$ cat src/pwmt_regs.vh
// Register map, field positions and reset values of the pulse width timer.
// Included by every design file of the block; definitions only.
`ifndef PWMT_REGS_VH
`define PWMT_REGS_VH

// Register addresses
`define PWMT_ADDR_MODE      4'h0
`define PWMT_ADDR_PRESCALE  4'h1
`define PWMT_ADDR_COUNTER   4'h2
`define PWMT_ADDR_PINCFG    4'h3
`define PWMT_ADDR_IRQ_STAT  4'h4
`define PWMT_ADDR_IRQ_CLR   4'h5
`define PWMT_ADDR_IRQ_EN    4'h6

// Mode register fields
`define PWMT_MODE_POL_BIT   0
`define PWMT_MODE_RUN_BIT   1
`define PWMT_MODE_SRC_LSB   2
`define PWMT_MODE_SRC_MSB   3

// Pin configuration field
`define PWMT_PINCFG_SEL_BIT 0

// Interrupt status fields
`define PWMT_IRQ_UF_BIT     0
`define PWMT_IRQ_EDGE_BIT   1
`define PWMT_IRQ_W          2

// Count source codes
`define PWMT_SRC_UNDIV      2'h0
`define PWMT_SRC_HALF       2'h1
`define PWMT_SRC_EIGHTH     2'h2
`define PWMT_SRC_RING       2'h3

// Divider masks for the half and eighth clocks
`define PWMT_DIV_HALF_MASK  3'h1
`define PWMT_DIV_EIGHT_MASK 3'h7

// Reset values
`define PWMT_RST_COUNT      8'hff
`define PWMT_RST_BYTE       8'h00
`define PWMT_RST_IRQ        2'h0
`define PWMT_RST_DIV        3'h0

`endif

$ cat src/pwmt_cnt_src.v
// Count clock enable generator: picks one of four internal count clocks.
// Assumes the ring oscillator level is already synchronous to clk_i.
`timescale 1ns/1ps
`default_nettype none
`include "pwmt_regs.vh"

module pwmt_cnt_src (
  // Clock and reset
  input  wire       clk_i,
  input  wire       rst_b_i,
  // Source select and ring oscillator level
  input  wire [1:0] src_sel_i,
  input  wire       ring_osc_clock_i,
  // One-cycle count clock tick
  output reg        tick_o
);

  reg [2:0] div_ff;
  reg       ring_q_ff;
  reg       nxt_tick;

  // Source selection
  always @* begin
    case (src_sel_i)
      `PWMT_SRC_UNDIV:  nxt_tick = 1'b1;
      `PWMT_SRC_HALF:
        nxt_tick = ((div_ff & `PWMT_DIV_HALF_MASK) == `PWMT_RST_DIV);
      `PWMT_SRC_EIGHTH:
        nxt_tick = ((div_ff & `PWMT_DIV_EIGHT_MASK) == `PWMT_RST_DIV);
      default:          nxt_tick = ring_osc_clock_i & ~ring_q_ff;
    endcase
  end

  // Divider and edge detect
  always @(posedge clk_i) begin
    if (!rst_b_i) begin
      div_ff    <= `PWMT_RST_DIV;
      ring_q_ff <= 1'b0;
      tick_o    <= 1'b0;
    end else begin
      div_ff    <= div_ff + 3'h1;
      ring_q_ff <= ring_osc_clock_i;
      tick_o    <= nxt_tick;
    end
  end

endmodule // pwmt_cnt_src
`default_nettype wire

$ cat src/pwmt_timer.v
// Pulse width measurement timer: 8-bit prescaler feeding 8-bit counter.
// Assumes a synchronous register port and pins synchronous to clk_i.
//
// Functional notes
// - Chain counts selected clock only while measured input sits at chosen level.
// - Main counter underflow reloads from its reload register and keeps counting.
// - Writing one to the run flag starts counting.
// - Writing zero to the run flag stops counting; counters hold values.
// - Every main counter underflow raises the timer interrupt.
// - Edge ending the measured level raises the external-pin interrupt.
// - Reading counter and prescaler returns their live counts.
// - Write while stopped loads both reload register and counter.
// - Write while counting: reload at next input, counter at second, resume third.
// - Polarity select picks high or low level periods for measurement.
// - Pin select routes measure pin a or b to the measurement input.
// - Selected pin carries the pulse and acts as external interrupt input.
// - Underflow rate is source over (prescaler+1)(counter+1).
// - Timer is stopped after reset; software loads values first.
`timescale 1ns/1ps
`default_nettype none
`include "pwmt_regs.vh"

module pwmt_timer #(
  parameter ADDR_W = 4,
  parameter DATA_W = 8
) (
  // Clock and reset
  input  wire              clk_i,
  input  wire              rst_b_i,
  // Register port
  input  wire [ADDR_W-1:0] addr_i,
  input  wire [DATA_W-1:0] wdata_i,
  input  wire              wr_i,
  input  wire              rd_i,
  output reg  [DATA_W-1:0] rdata_o,
  // Measure pins and ring oscillator
  input  wire              measure_pin_a_i,
  input  wire              measure_pin_b_i,
  input  wire              ring_osc_clock_i,
  // Interrupt
  output reg               irq_o
);

  localparam [1:0] ST_IDLE = 2'h0;
  localparam [1:0] ST_LOAD = 2'h1;
  localparam [1:0] ST_XFER = 2'h2;

  reg                   pol_ff;
  reg                   run_ff;
  reg  [1:0]            src_ff;
  reg                   pin_sel_ff;
  reg  [DATA_W-1:0]     pre_cnt_ff;
  reg  [DATA_W-1:0]     pre_rld_ff;
  reg  [DATA_W-1:0]     pre_new_ff;
  reg  [1:0]            pre_st_ff;
  reg  [DATA_W-1:0]     main_cnt_ff;
  reg  [DATA_W-1:0]     main_rld_ff;
  reg  [DATA_W-1:0]     main_new_ff;
  reg  [1:0]            main_st_ff;
  reg                   meas_q_ff;
  reg  [`PWMT_IRQ_W-1:0] stat_ff;
  reg  [`PWMT_IRQ_W-1:0] en_ff;
  reg  [DATA_W-1:0]     nxt_rdata;
  reg  [DATA_W-1:0]     nxt_pre_cnt;
  reg  [DATA_W-1:0]     nxt_pre_rld;
  reg  [DATA_W-1:0]     nxt_pre_new;
  reg  [1:0]            nxt_pre_st;
  reg  [DATA_W-1:0]     nxt_main_cnt;
  reg  [DATA_W-1:0]     nxt_main_rld;
  reg  [DATA_W-1:0]     nxt_main_new;
  reg  [1:0]            nxt_main_st;

  wire                  src_tick;
  wire                  meas_in;
  wire                  level_on;
  wire                  cnt_tick;
  wire                  pre_uf;
  wire                  main_uf;
  wire                  end_edge;
  wire                  wr_mode;
  wire                  wr_pre;
  wire                  wr_main;
  wire                  wr_pincfg;
  wire                  wr_irq_clr;
  wire                  wr_irq_en;
  wire [`PWMT_IRQ_W-1:0] irq_evt;
  wire [`PWMT_IRQ_W-1:0] nxt_stat;
  wire [`PWMT_IRQ_W-1:0] nxt_en;
  wire                  nxt_irq;
  genvar                gi;

  // Address decode shared by read and write paths
  function hit;
    input [ADDR_W-1:0] a;
    input [ADDR_W-1:0] ref_a;
    begin
      hit = (a == ref_a);
    end
  endfunction

  pwmt_cnt_src u_cnt_src (
    .clk_i            (clk_i),
    .rst_b_i          (rst_b_i),
    .src_sel_i        (src_ff),
    .ring_osc_clock_i (ring_osc_clock_i),
    .tick_o           (src_tick)
  );

  // Measurement input routing and level gate
  assign meas_in  = pin_sel_ff ? measure_pin_b_i : measure_pin_a_i;
  assign level_on = (meas_in == ~pol_ff);
  assign cnt_tick = src_tick & run_ff & level_on;
  // Edge that ends the measured level, on the same pin
  assign end_edge = (meas_q_ff == ~pol_ff) & ~level_on;
  // Chain underflows
  assign pre_uf   = cnt_tick & (pre_st_ff == ST_IDLE)
                  & (pre_cnt_ff == {DATA_W{1'b0}});
  assign main_uf  = pre_uf & (main_st_ff == ST_IDLE)
                  & (main_cnt_ff == {DATA_W{1'b0}});

  // Write decode
  assign wr_mode  = wr_i & hit(addr_i, `PWMT_ADDR_MODE);
  assign wr_pre   = wr_i & hit(addr_i, `PWMT_ADDR_PRESCALE);
  assign wr_main  = wr_i & hit(addr_i, `PWMT_ADDR_COUNTER);
  assign wr_pincfg  = wr_i & hit(addr_i, `PWMT_ADDR_PINCFG);
  assign wr_irq_clr = wr_i & hit(addr_i, `PWMT_ADDR_IRQ_CLR);
  assign wr_irq_en  = wr_i & hit(addr_i, `PWMT_ADDR_IRQ_EN);

  // Control registers
  always @(posedge clk_i) begin
    if (!rst_b_i) begin
      pol_ff     <= 1'b0;
      run_ff     <= 1'b0;
      src_ff     <= `PWMT_SRC_UNDIV;
      pin_sel_ff <= 1'b0;
      en_ff      <= `PWMT_RST_IRQ;
      meas_q_ff  <= 1'b0;
    end else begin
      meas_q_ff <= meas_in;
      if (wr_mode) begin
        pol_ff <= wdata_i[`PWMT_MODE_POL_BIT];
        run_ff <= wdata_i[`PWMT_MODE_RUN_BIT];
        src_ff <= wdata_i[`PWMT_MODE_SRC_MSB:`PWMT_MODE_SRC_LSB];
      end
      if (wr_pincfg)
        pin_sel_ff <= wdata_i[`PWMT_PINCFG_SEL_BIT];
      en_ff <= nxt_en;
    end
  end

  // Prescaler stage next values
  always @* begin
    nxt_pre_cnt = pre_cnt_ff;
    nxt_pre_rld = pre_rld_ff;
    nxt_pre_new = pre_new_ff;
    nxt_pre_st  = pre_st_ff;
    if (wr_pre && !run_ff) begin
      nxt_pre_cnt = wdata_i;
      nxt_pre_rld = wdata_i;
      nxt_pre_st  = ST_IDLE;
    end else if (wr_pre) begin
      nxt_pre_new = wdata_i;
      nxt_pre_st  = ST_LOAD;
    end else if (cnt_tick) begin
      case (pre_st_ff)
        ST_LOAD: begin
          nxt_pre_rld = pre_new_ff;
          nxt_pre_st  = ST_XFER;
        end
        ST_XFER: begin
          nxt_pre_cnt = pre_rld_ff;
          nxt_pre_st  = ST_IDLE;
        end
        default: begin
          if (pre_uf)
            nxt_pre_cnt = pre_rld_ff;
          else
            nxt_pre_cnt = pre_cnt_ff - {{(DATA_W-1){1'b0}}, 1'b1};
        end
      endcase
    end
  end

  // Prescaler stage registers
  always @(posedge clk_i) begin
    if (!rst_b_i) begin
      pre_cnt_ff <= `PWMT_RST_COUNT;
      pre_rld_ff <= `PWMT_RST_COUNT;
      pre_new_ff <= `PWMT_RST_COUNT;
      pre_st_ff  <= ST_IDLE;
    end else begin
      pre_cnt_ff <= nxt_pre_cnt;
      pre_rld_ff <= nxt_pre_rld;
      pre_new_ff <= nxt_pre_new;
      pre_st_ff  <= nxt_pre_st;
    end
  end

  // Main counter stage next values
  always @* begin
    nxt_main_cnt = main_cnt_ff;
    nxt_main_rld = main_rld_ff;
    nxt_main_new = main_new_ff;
    nxt_main_st  = main_st_ff;
    if (wr_main && !run_ff) begin
      nxt_main_cnt = wdata_i;
      nxt_main_rld = wdata_i;
      nxt_main_st  = ST_IDLE;
    end else if (wr_main) begin
      nxt_main_new = wdata_i;
      nxt_main_st  = ST_LOAD;
    end else if (cnt_tick) begin
      case (main_st_ff)
        ST_LOAD: begin
          nxt_main_rld = main_new_ff;
          nxt_main_st  = ST_XFER;
        end
        ST_XFER: begin
          nxt_main_cnt = main_rld_ff;
          nxt_main_st  = ST_IDLE;
        end
        default: begin
          if (main_uf)
            nxt_main_cnt = main_rld_ff;
          else if (pre_uf)
            nxt_main_cnt = main_cnt_ff - {{(DATA_W-1){1'b0}}, 1'b1};
        end
      endcase
    end
  end

  // Main counter stage registers
  always @(posedge clk_i) begin
    if (!rst_b_i) begin
      main_cnt_ff <= `PWMT_RST_COUNT;
      main_rld_ff <= `PWMT_RST_COUNT;
      main_new_ff <= `PWMT_RST_COUNT;
      main_st_ff  <= ST_IDLE;
    end else begin
      main_cnt_ff <= nxt_main_cnt;
      main_rld_ff <= nxt_main_rld;
      main_new_ff <= nxt_main_new;
      main_st_ff  <= nxt_main_st;
    end
  end

  // Sticky interrupt status; a set wins over a clear in the same cycle
  assign irq_evt[`PWMT_IRQ_UF_BIT]   = main_uf;
  assign irq_evt[`PWMT_IRQ_EDGE_BIT] = end_edge;
  generate
    for (gi = 0; gi < `PWMT_IRQ_W; gi = gi + 1) begin : g_stat
      assign nxt_stat[gi] = irq_evt[gi]
                          | (stat_ff[gi] & ~(wr_irq_clr & wdata_i[gi]));
    end
  endgenerate

  // Interrupt level follows the next status and enable together
  assign nxt_en  = wr_irq_en ? wdata_i[`PWMT_IRQ_W-1:0] : en_ff;
  assign nxt_irq = |(nxt_stat & nxt_en);

  always @(posedge clk_i) begin
    if (!rst_b_i) begin
      stat_ff <= `PWMT_RST_IRQ;
      irq_o   <= 1'b0;
    end else begin
      stat_ff <= nxt_stat;
      irq_o   <= nxt_irq;
    end
  end

  // Read path
  always @* begin
    nxt_rdata = `PWMT_RST_BYTE;
    if (hit(addr_i, `PWMT_ADDR_MODE)) begin
      nxt_rdata[`PWMT_MODE_POL_BIT] = pol_ff;
      nxt_rdata[`PWMT_MODE_RUN_BIT] = run_ff;
      nxt_rdata[`PWMT_MODE_SRC_MSB:`PWMT_MODE_SRC_LSB] = src_ff;
    end else if (hit(addr_i, `PWMT_ADDR_PRESCALE)) begin
      nxt_rdata = pre_cnt_ff;
    end else if (hit(addr_i, `PWMT_ADDR_COUNTER)) begin
      nxt_rdata = main_cnt_ff;
    end else if (hit(addr_i, `PWMT_ADDR_PINCFG)) begin
      nxt_rdata[`PWMT_PINCFG_SEL_BIT] = pin_sel_ff;
    end else if (hit(addr_i, `PWMT_ADDR_IRQ_STAT)) begin
      nxt_rdata[`PWMT_IRQ_W-1:0] = stat_ff;
    end else if (hit(addr_i, `PWMT_ADDR_IRQ_EN)) begin
      nxt_rdata[`PWMT_IRQ_W-1:0] = en_ff;
    end
  end

  always @(posedge clk_i) begin
    if (!rst_b_i)
      rdata_o <= `PWMT_RST_BYTE;
    else if (rd_i)
      rdata_o <= nxt_rdata;
    else
      rdata_o <= `PWMT_RST_BYTE;
  end

endmodule // pwmt_timer
`default_nettype wire

$ cat config.mk
export PLATFORM = sky130hd
export DESIGN_NAME = pwmt_timer
export DESIGN_NICKNAME = d
export VERILOG_FILES = /design/src/pwmt_cnt_src.v /design/src/pwmt_timer.v
export VERILOG_INCLUDE_DIRS = /design/src
export SDC_FILE = /design/constraint.sdc
export NUM_CORES = 1
export LEC_CHECK = 0
export BUFFER_PORTS_ARGS = -buffer_cell sky130_fd_sc_hd__buf_2
export CORE_ASPECT_RATIO = 1.1
export CORE_MARGIN = 2
export CORE_UTILIZATION = 55
export DETAILED_ROUTE_END_ITERATION = 10
export PLACE_DENSITY = 0.74
export SETUP_SLACK_MARGIN = 0.05
export SYNTH_ARGS = -nofsm -noshare
export SYNTH_HDL_FRONTEND = slang
export SYNTH_SLANG_ARGS = --single-unit
$ cat constraint.sdc
create_clock -name clk_i -period 3.16 [get_ports clk_i]
set_clock_uncertainty 0.2 [all_clocks]
set_input_delay 0.632 -clock clk_i [delete_from_list [all_inputs] [get_ports clk_i]]
set_output_delay 0.632 -clock clk_i [all_outputs]
set_load 0.005 [all_outputs]
==> Word level (Yosys, flattened, before mapping) <==
Cells that the tools add are included.
{ "op_classes": {"n_addsub": 3, "eq_ne": 18, "mux": 36, "bitwise_logic": 30, "reduce_logical": 39} }
{ "ops": {"columns": ["cell", "n"], "rows": [
  ["2-to-1 mux 8 bit", 18],
  ["case mux 8 bit (2 select lines)", 2],
  ["bitwise AND 1 bit", 18],
  ["zero test 8 bit", 2],
  ["nonzero test 2 bit", 8],
  ["subtractor 8 x 1 -> 8 bit (second input constant)", 2],
  ["AND reduction 2 bit", 7],
  ["equality test 4 x 3 -> 1 bit (second input constant)", 3],
  ["inverter 1 bit", 9],
  ["AND reduction 3 bit", 3],
  ["OR reduction 3 bit", 3],
  ["equality test 4 x 2 -> 1 bit (second input constant)", 2],
  ["2-to-1 mux 2 bit", 4],
  ["case mux 2 bit (2 select lines)", 2],
  ["2-to-1 mux 1 bit", 7],
  ["equality test 2 x 1 -> 1 bit (second input constant)", 3],
  ["equality test 2 bit (second input constant)", 3],
  ["zero test 2 bit", 3],
  ["zero test 3 bit", 2],
  ["2-to-1 mux 6 bit", 1],
  ["nonzero test 3 bit", 2],
  ["OR reduction 2 bit", 3],
  ["equality test 4 x 1 -> 1 bit (second input constant)", 1],
  ["zero test 4 bit", 1],
  ["12 further kinds", 17]
]} }
{ "word_totals": {"reg_bits": 76, "inputBits": 19, "output_inout_bits": 9, "elab_cells": 149} }

==> Longest topological paths before layout <==
{ "depth": {"word_depth": 12, "depth_mapped": 8, "ltp_nobuf": 7} }

==> By module <==
From an unflattened synthesis, not the netlist that was laid out.
{ "hier_totals": {"hier_cells": 431, "hier_area_um2": 3729.8} }
{ "by_module_without_submodules": {"columns": ["module", "n_inst", "cells_per_inst", "area_per_inst_um2", "seq_area_each_um2"], "rows": [
  ["pwmt_timer", 1, 412, 3530.9, 1421.4],
  ["pwmt_cnt_src", 1, 19, 198.9, 100.1]
]} }

==> Worst setup path before layout <==
Ideal clock, no wire load.
{ "synth_path": {"path_kind": "in2reg", "from": "input port addr_i[2]", "to": "register main_rld_ff[2]", "setup_time_ns": 0.129, "arrival_ns": 2.153, "required_time_ns": 2.831, "setup_slack_ns": 0.678, "cell_stages": 7, "n_path_buf": 2, "cell_sequence": "buf_6 > or3b_4 > nor3_2 > buf_2 > mux2_2 > mux2i_1 > nand2_1"} }
{ "synth_between": {"elab_chain_cells": 5, "word_cells_on_any_way": 8, "cone_classes": "eq/ne (2); mux (1); bitwise (1); reduce/logical (4)"} }
{ "synth_rtl": {"columns": ["item", "line_no", "source"], "rows": [
  ["start: declaration", "pwmt_timer.v:31", "input wire [ADDR_W-1:0] addr_i,"],
  ["equality test 4 x 2 -> 1 bit (*)", "pwmt_timer.v:97", "hit = (a == ref_a);"],
  ["bitwise AND 1 bit (*)", "pwmt_timer.v:124", "assign wr_main = wr_i & hit(addr_i, `PWMT_ADDR_COUNTER);"],
  ["logical AND 1 bit", "pwmt_timer.v:205", "if (wr_main && !run_ff) begin"],
  ["!= test 2 x 1 -> 1 bit (no line) / nonzero test 2 bit (equally long branches)", null, null],
  ["AND reduction 3 bit (no line)", null, null],
  ["end signal: assignment", "pwmt_timer.v:236", "main_rld_ff <= `PWMT_RST_COUNT;"],
  ["end signal: assignment", "pwmt_timer.v:241", "main_rld_ff <= nxt_main_rld;"],
  ["end: declaration", "pwmt_timer.v:57", "reg [DATA_W-1:0] main_rld_ff;"]
]} }
Mark *: on every way between the ends. The rest lies on a longest branch, timed or not.
A chain may end at the register's enable or synchronous reset.

==> Worst setup path after layout <==
{ "layout_path": {"from": "register pin_sel_ff", "to": "register pre_cnt_ff[3]"} }
{ "layout_between": {"elab_chain_cells": 10, "word_cells_on_any_way": 12, "cone_classes": "eq/ne (1); mux (6); bitwise (3); reduce/logical (2)"} }
{ "layout_rtl": {"columns": ["item", "line_no", "source"], "rows": [
  ["start: declaration", "pwmt_timer.v:51", "reg pin_sel_ff;"],
  ["start signal: assignment", "pwmt_timer.v:146", "pin_sel_ff <= wdata_i[`PWMT_PINCFG_SEL_BIT];"],
  ["2-to-1 mux 1 bit (*)", "pwmt_timer.v:110", "assign meas_in = pin_sel_ff ? measure_pin_b_i : measure_pin_a_i;"],
  ["equality test 1 bit (*)", "pwmt_timer.v:111", "assign level_on = (meas_in == ~pol_ff);"],
  ["bitwise AND 1 bit (*)", "pwmt_timer.v:112", "assign cnt_tick = src_tick & run_ff & level_on;"],
  ["bitwise AND 1 bit", "pwmt_timer.v:116", "assign pre_uf = cnt_tick & (pre_st_ff == ST_IDLE)"],
  ["bitwise AND 1 bit", "pwmt_timer.v:117", "& (pre_cnt_ff == {DATA_W{1'b0}});"],
  ["2-to-1 mux 8 bit", "pwmt_timer.v:175", "if (pre_uf)"],
  ["case mux 8 bit (2 select lines)", "pwmt_timer.v:165", "case (pre_st_ff)"],
  ["2-to-1 mux 8 bit", "pwmt_timer.v:164", "end else if (cnt_tick) begin"],
  ["2-to-1 mux 8 bit", "pwmt_timer.v:161", "end else if (wr_pre) begin"],
  ["2-to-1 mux 8 bit", "pwmt_timer.v:157", "if (wr_pre && !run_ff) begin"],
  ["end signal: assignment", "pwmt_timer.v:187", "pre_cnt_ff <= `PWMT_RST_COUNT;"],
  ["end signal: assignment", "pwmt_timer.v:192", "pre_cnt_ff <= nxt_pre_cnt;"],
  ["end: declaration", "pwmt_timer.v:52", "reg [DATA_W-1:0] pre_cnt_ff;"]
]} }
Mark *: on every way between the ends. The rest lies on a longest branch, timed or not. The select of a mux whose other input is x is not followed.

==> key figures <==
Finish
  – Area Overhead vs Synth: 10.5%
  – Design area: 4230 sq um
  – Layout Utilization: 63.3%
  – Nets: 483
  – Share of layout cells above drive strength 1: 15.8%
  – FILL cells: 572
  – # diodes: 0

Yosys
  – Post-synth top area share: 39.8%
  – Post-Syn Nets: 459
  – Sequential area share after synthesis: 39.8%
  – Area leader, netlist: dfxtp_1
  – Mean Syn Cell Area: 8.91 sq um
  – Synth unique cells: 59
  – Synth Flop Type: dfxtp_1
  – FFs w/ async S/R, synth: 0%
  – Commonest cells post-synth: 76 x dfxtp_1, 69 x nand2_1, 25 x nor2_1
  – Synth area leaders: dfxtp_1 40%, nand2_1 6.8%, mux2i_1 6.0%
  – Yosys warnings: 0
  – Number of synthesized register bits: 76
  – Post-synth EDFFs: 0
  – Most frequent cell after synthesis: dfxtp_1
  – Mapped Area: 3820 sq um
  – Synthesized instance count: 429

Worst setup path
  – CP Max Fanout: 13
  – Reg2Reg Depth: 5
  – Crit Path Category: register to register
  – Worst reg2reg setup slack: 0.62 ns
  – Crit path DAT: 2.58 ns
  – Worst setup EP type: register
  – Worst Setup Start Kind: register
  – Worst EP required: 3.21 ns
  – Reg-to-reg critical path startpoint: pin_sel_ff
  – Reg2reg end: pre_cnt_ff[3]

Clocking
  – # clock sinks: 76
  – Number of H-tree levels: 3
  – CTS Hold Buffers Added: 0
  – Clock slew at reported path FFs: 0.08 ns
  – Later-pin clock latency in the skew report: 0.35 ns
  – CTS tree: yes
  – Post-CTS Setup Inserts: 0
  – CTS max path bufs: 2
  – # resized after CTS: 0
  – Root Driver: clkbuf_8
  – Cts bufs inserted: 9

Detailed routing
  – Via Count: 3271
  – Post-Route WL: 9150 um
  – Iteration-0 DRC count of the detailed router: 202
  – TritonRoute pass-1 iters: 5
  – Wire per inst: 17.0 um
  – Remaining antenna violation count: 0
  – Per-cell via count in the routed design: 6.07
  – Post-route DRC: 0

Floorplan
  – Area of the core: 6670 sq um
  – Std-Cell Rows: 31
  – Die width: 83.5 um
  – Initial Util: 57.3%
  – # IOs: 28
  – DIE AREA: 7640 sq um
  – Die H: 91.5 um

Pwr
  – Peak VDD IR: 0.000305 V
  – PwrDens: 450 nW/um^2
  – Static Leakage: 0.00187 uW

Timing
  – Final setup viols: 0
  – Final WS setup: 0.625 ns
  – Max Clock Freq: 394 MHz
  – Least-Margin Pin Slew: 0.649 ns
  – Final hold viol count: 0
  – RSZ-0062 raised after global routing: false
  – Final slew viol count: 0
  – Fin crit share: 80.2%
  – Slew margin rel.: 56.6%
  – Setup total negative slack: 0 ns
  – Min cycle time layout: 2.54 ns
  – WHS: 0.269 ns

Global route
  – Largest net degree at the start of global routing: 25
  – Grt ovf: 0
  – First-pass GRT wire length: 15000 um
  – Vias in the first global route: 2967
  – Gr usage total: 24.6%
  – Antenna violations before repair: 0

Placed design
  – Cell Area, Placed: 4020 sq um
  – Post-DP HPWL: 6540 um
  – GP Congestion: 0.927
  – DP Worst Slack: 0.398 ns
  – Port buffer count: 27

Run status
  – Status: completed

Flow run
  – Max_cap viols: 0

Worst hold path
  – Worst Hold Depth: 2
  – Hold WC Path Type: register to register
  – Hold Crit Start: main_new_ff[2]
  – Min-Delay Endpoint: main_new_ff[2]
[worst max-delay path, stage by stage, from the launching register on]
cell and delay (ns):
dfxtp_1 0.42, mux2i_2 0.36, mux2_2 0.52, a21oi_2 0.29
mux2_1 0.35, a221o_1 0.28
[worst max-delay path by stage]
stage	startpoint	to	slack, ns	depth (start not counted)
2_1_floorplan	addr_i[2]	main_rld_ff[2]	0.68	7
3_3_place_gp	measure_pin_a_i	pre_cnt_ff[3]	0.44	6
3_5_place_dp	measure_pin_a_i	pre_cnt_ff[3]	0.40	6
4_1_cts	pre_cnt_ff[0]	pre_cnt_ff[3]	0.63	7
5_1_grt	pre_cnt_ff[0]	main_cnt_ff[5]	0.53	7
6_report	pin_sel_ff	pre_cnt_ff[3]	0.62	5
[layout by cell type, fill, tap and decap left out, types with 11 or more instances in the layout]
| master | netlist | routed |
|---|---|---|
| dfxtp_1 | 76 | 76 |
| nand2_1 | 69 | 69 |
| buf_2 | 4 | 27 |
| nor2_1 | 25 | 25 |
| nand3_1 | 24 | 24 |
| mux2i_1 | 23 | 23 |
| inv_1 | 16 | 16 |
| o21ai_0 | 13 | 13 |
| clkbuf_8 | 0 | 12 |
| ha_1 | 11 | 11 |
[layer usage]
metal | vias up | GRT usage, % | share of wire (%)
met3 | 14 | 3.45 | 4.2
met1 | 1584 | 33.7 | 47
met4 | 0 | 10.6 | 2.0
met5 | - | 0 | 0
li1 | 1585 | - | -
met2 | 88 | 38.8 | 47
[final cells by class]
type	count	area, sq um	area share [%]
Timing Repair Buffer	35	195	4.62
Multi-Input combinational cell	315	2140	50.5
Clock buffer	12	165	3.91
Inverter	16	60.1	1.42
Sequential cell	76	1520	36.0
Clock inverter	3	45.0	1.07
Tap cell	82	103	2.43
[where the power goes]
group	switching (uW)	internal [uW]	total [uW]	leakage, uW
Combinational	77.3	51.6	129	0.00115
Clock	360	425	785	0.000101
Sequential	15.3	973	989	0.000617
Total	452	1450	1900	0.00187
[flip-flops by register name (all words and copies together) (netlist names), 2 cells and up]
| name | count |
|---|---|
| main_cnt_ff | 8 |
| pre_cnt_ff | 8 |
| main_st_ff | 2 |
| stat_ff | 2 |
| en_ff | 2 |
| rdata_o | 8 |
| pre_rld_ff | 8 |
| u_cnt_src.div_ff | 3 |
| pre_new_ff | 8 |
| main_new_ff | 8 |
| main_rld_ff | 8 |
| pre_st_ff | 2 |
| src_ff | 2 |
[cells by family (layout without fill, tap and decap cells)]
family | count (synthesis) | count (layout) | synth area share (%)
AND/OR/NAND/NOR | 171 | 171 | 22.9
AO/OA/AOI/OAI | 88 | 88 | 17.2
flip-flops | 76 | 76 | 39.8
buffers and inverters | 38 | 66 | 4.35
multiplexers | 34 | 34 | 9.62
adder cells (fa/ha/maj) | 11 | 11 | 3.60
XOR/XNOR | 11 | 11 | 2.52
[through the flow]
step,power (uW),std cells
after global routing,1970,539
after global placement,1140,524
final,1900,539
after detailed placement,1140,524
after floorplan,1090,429
after CTS,1910,539
(Power assumes the default switching activity.)
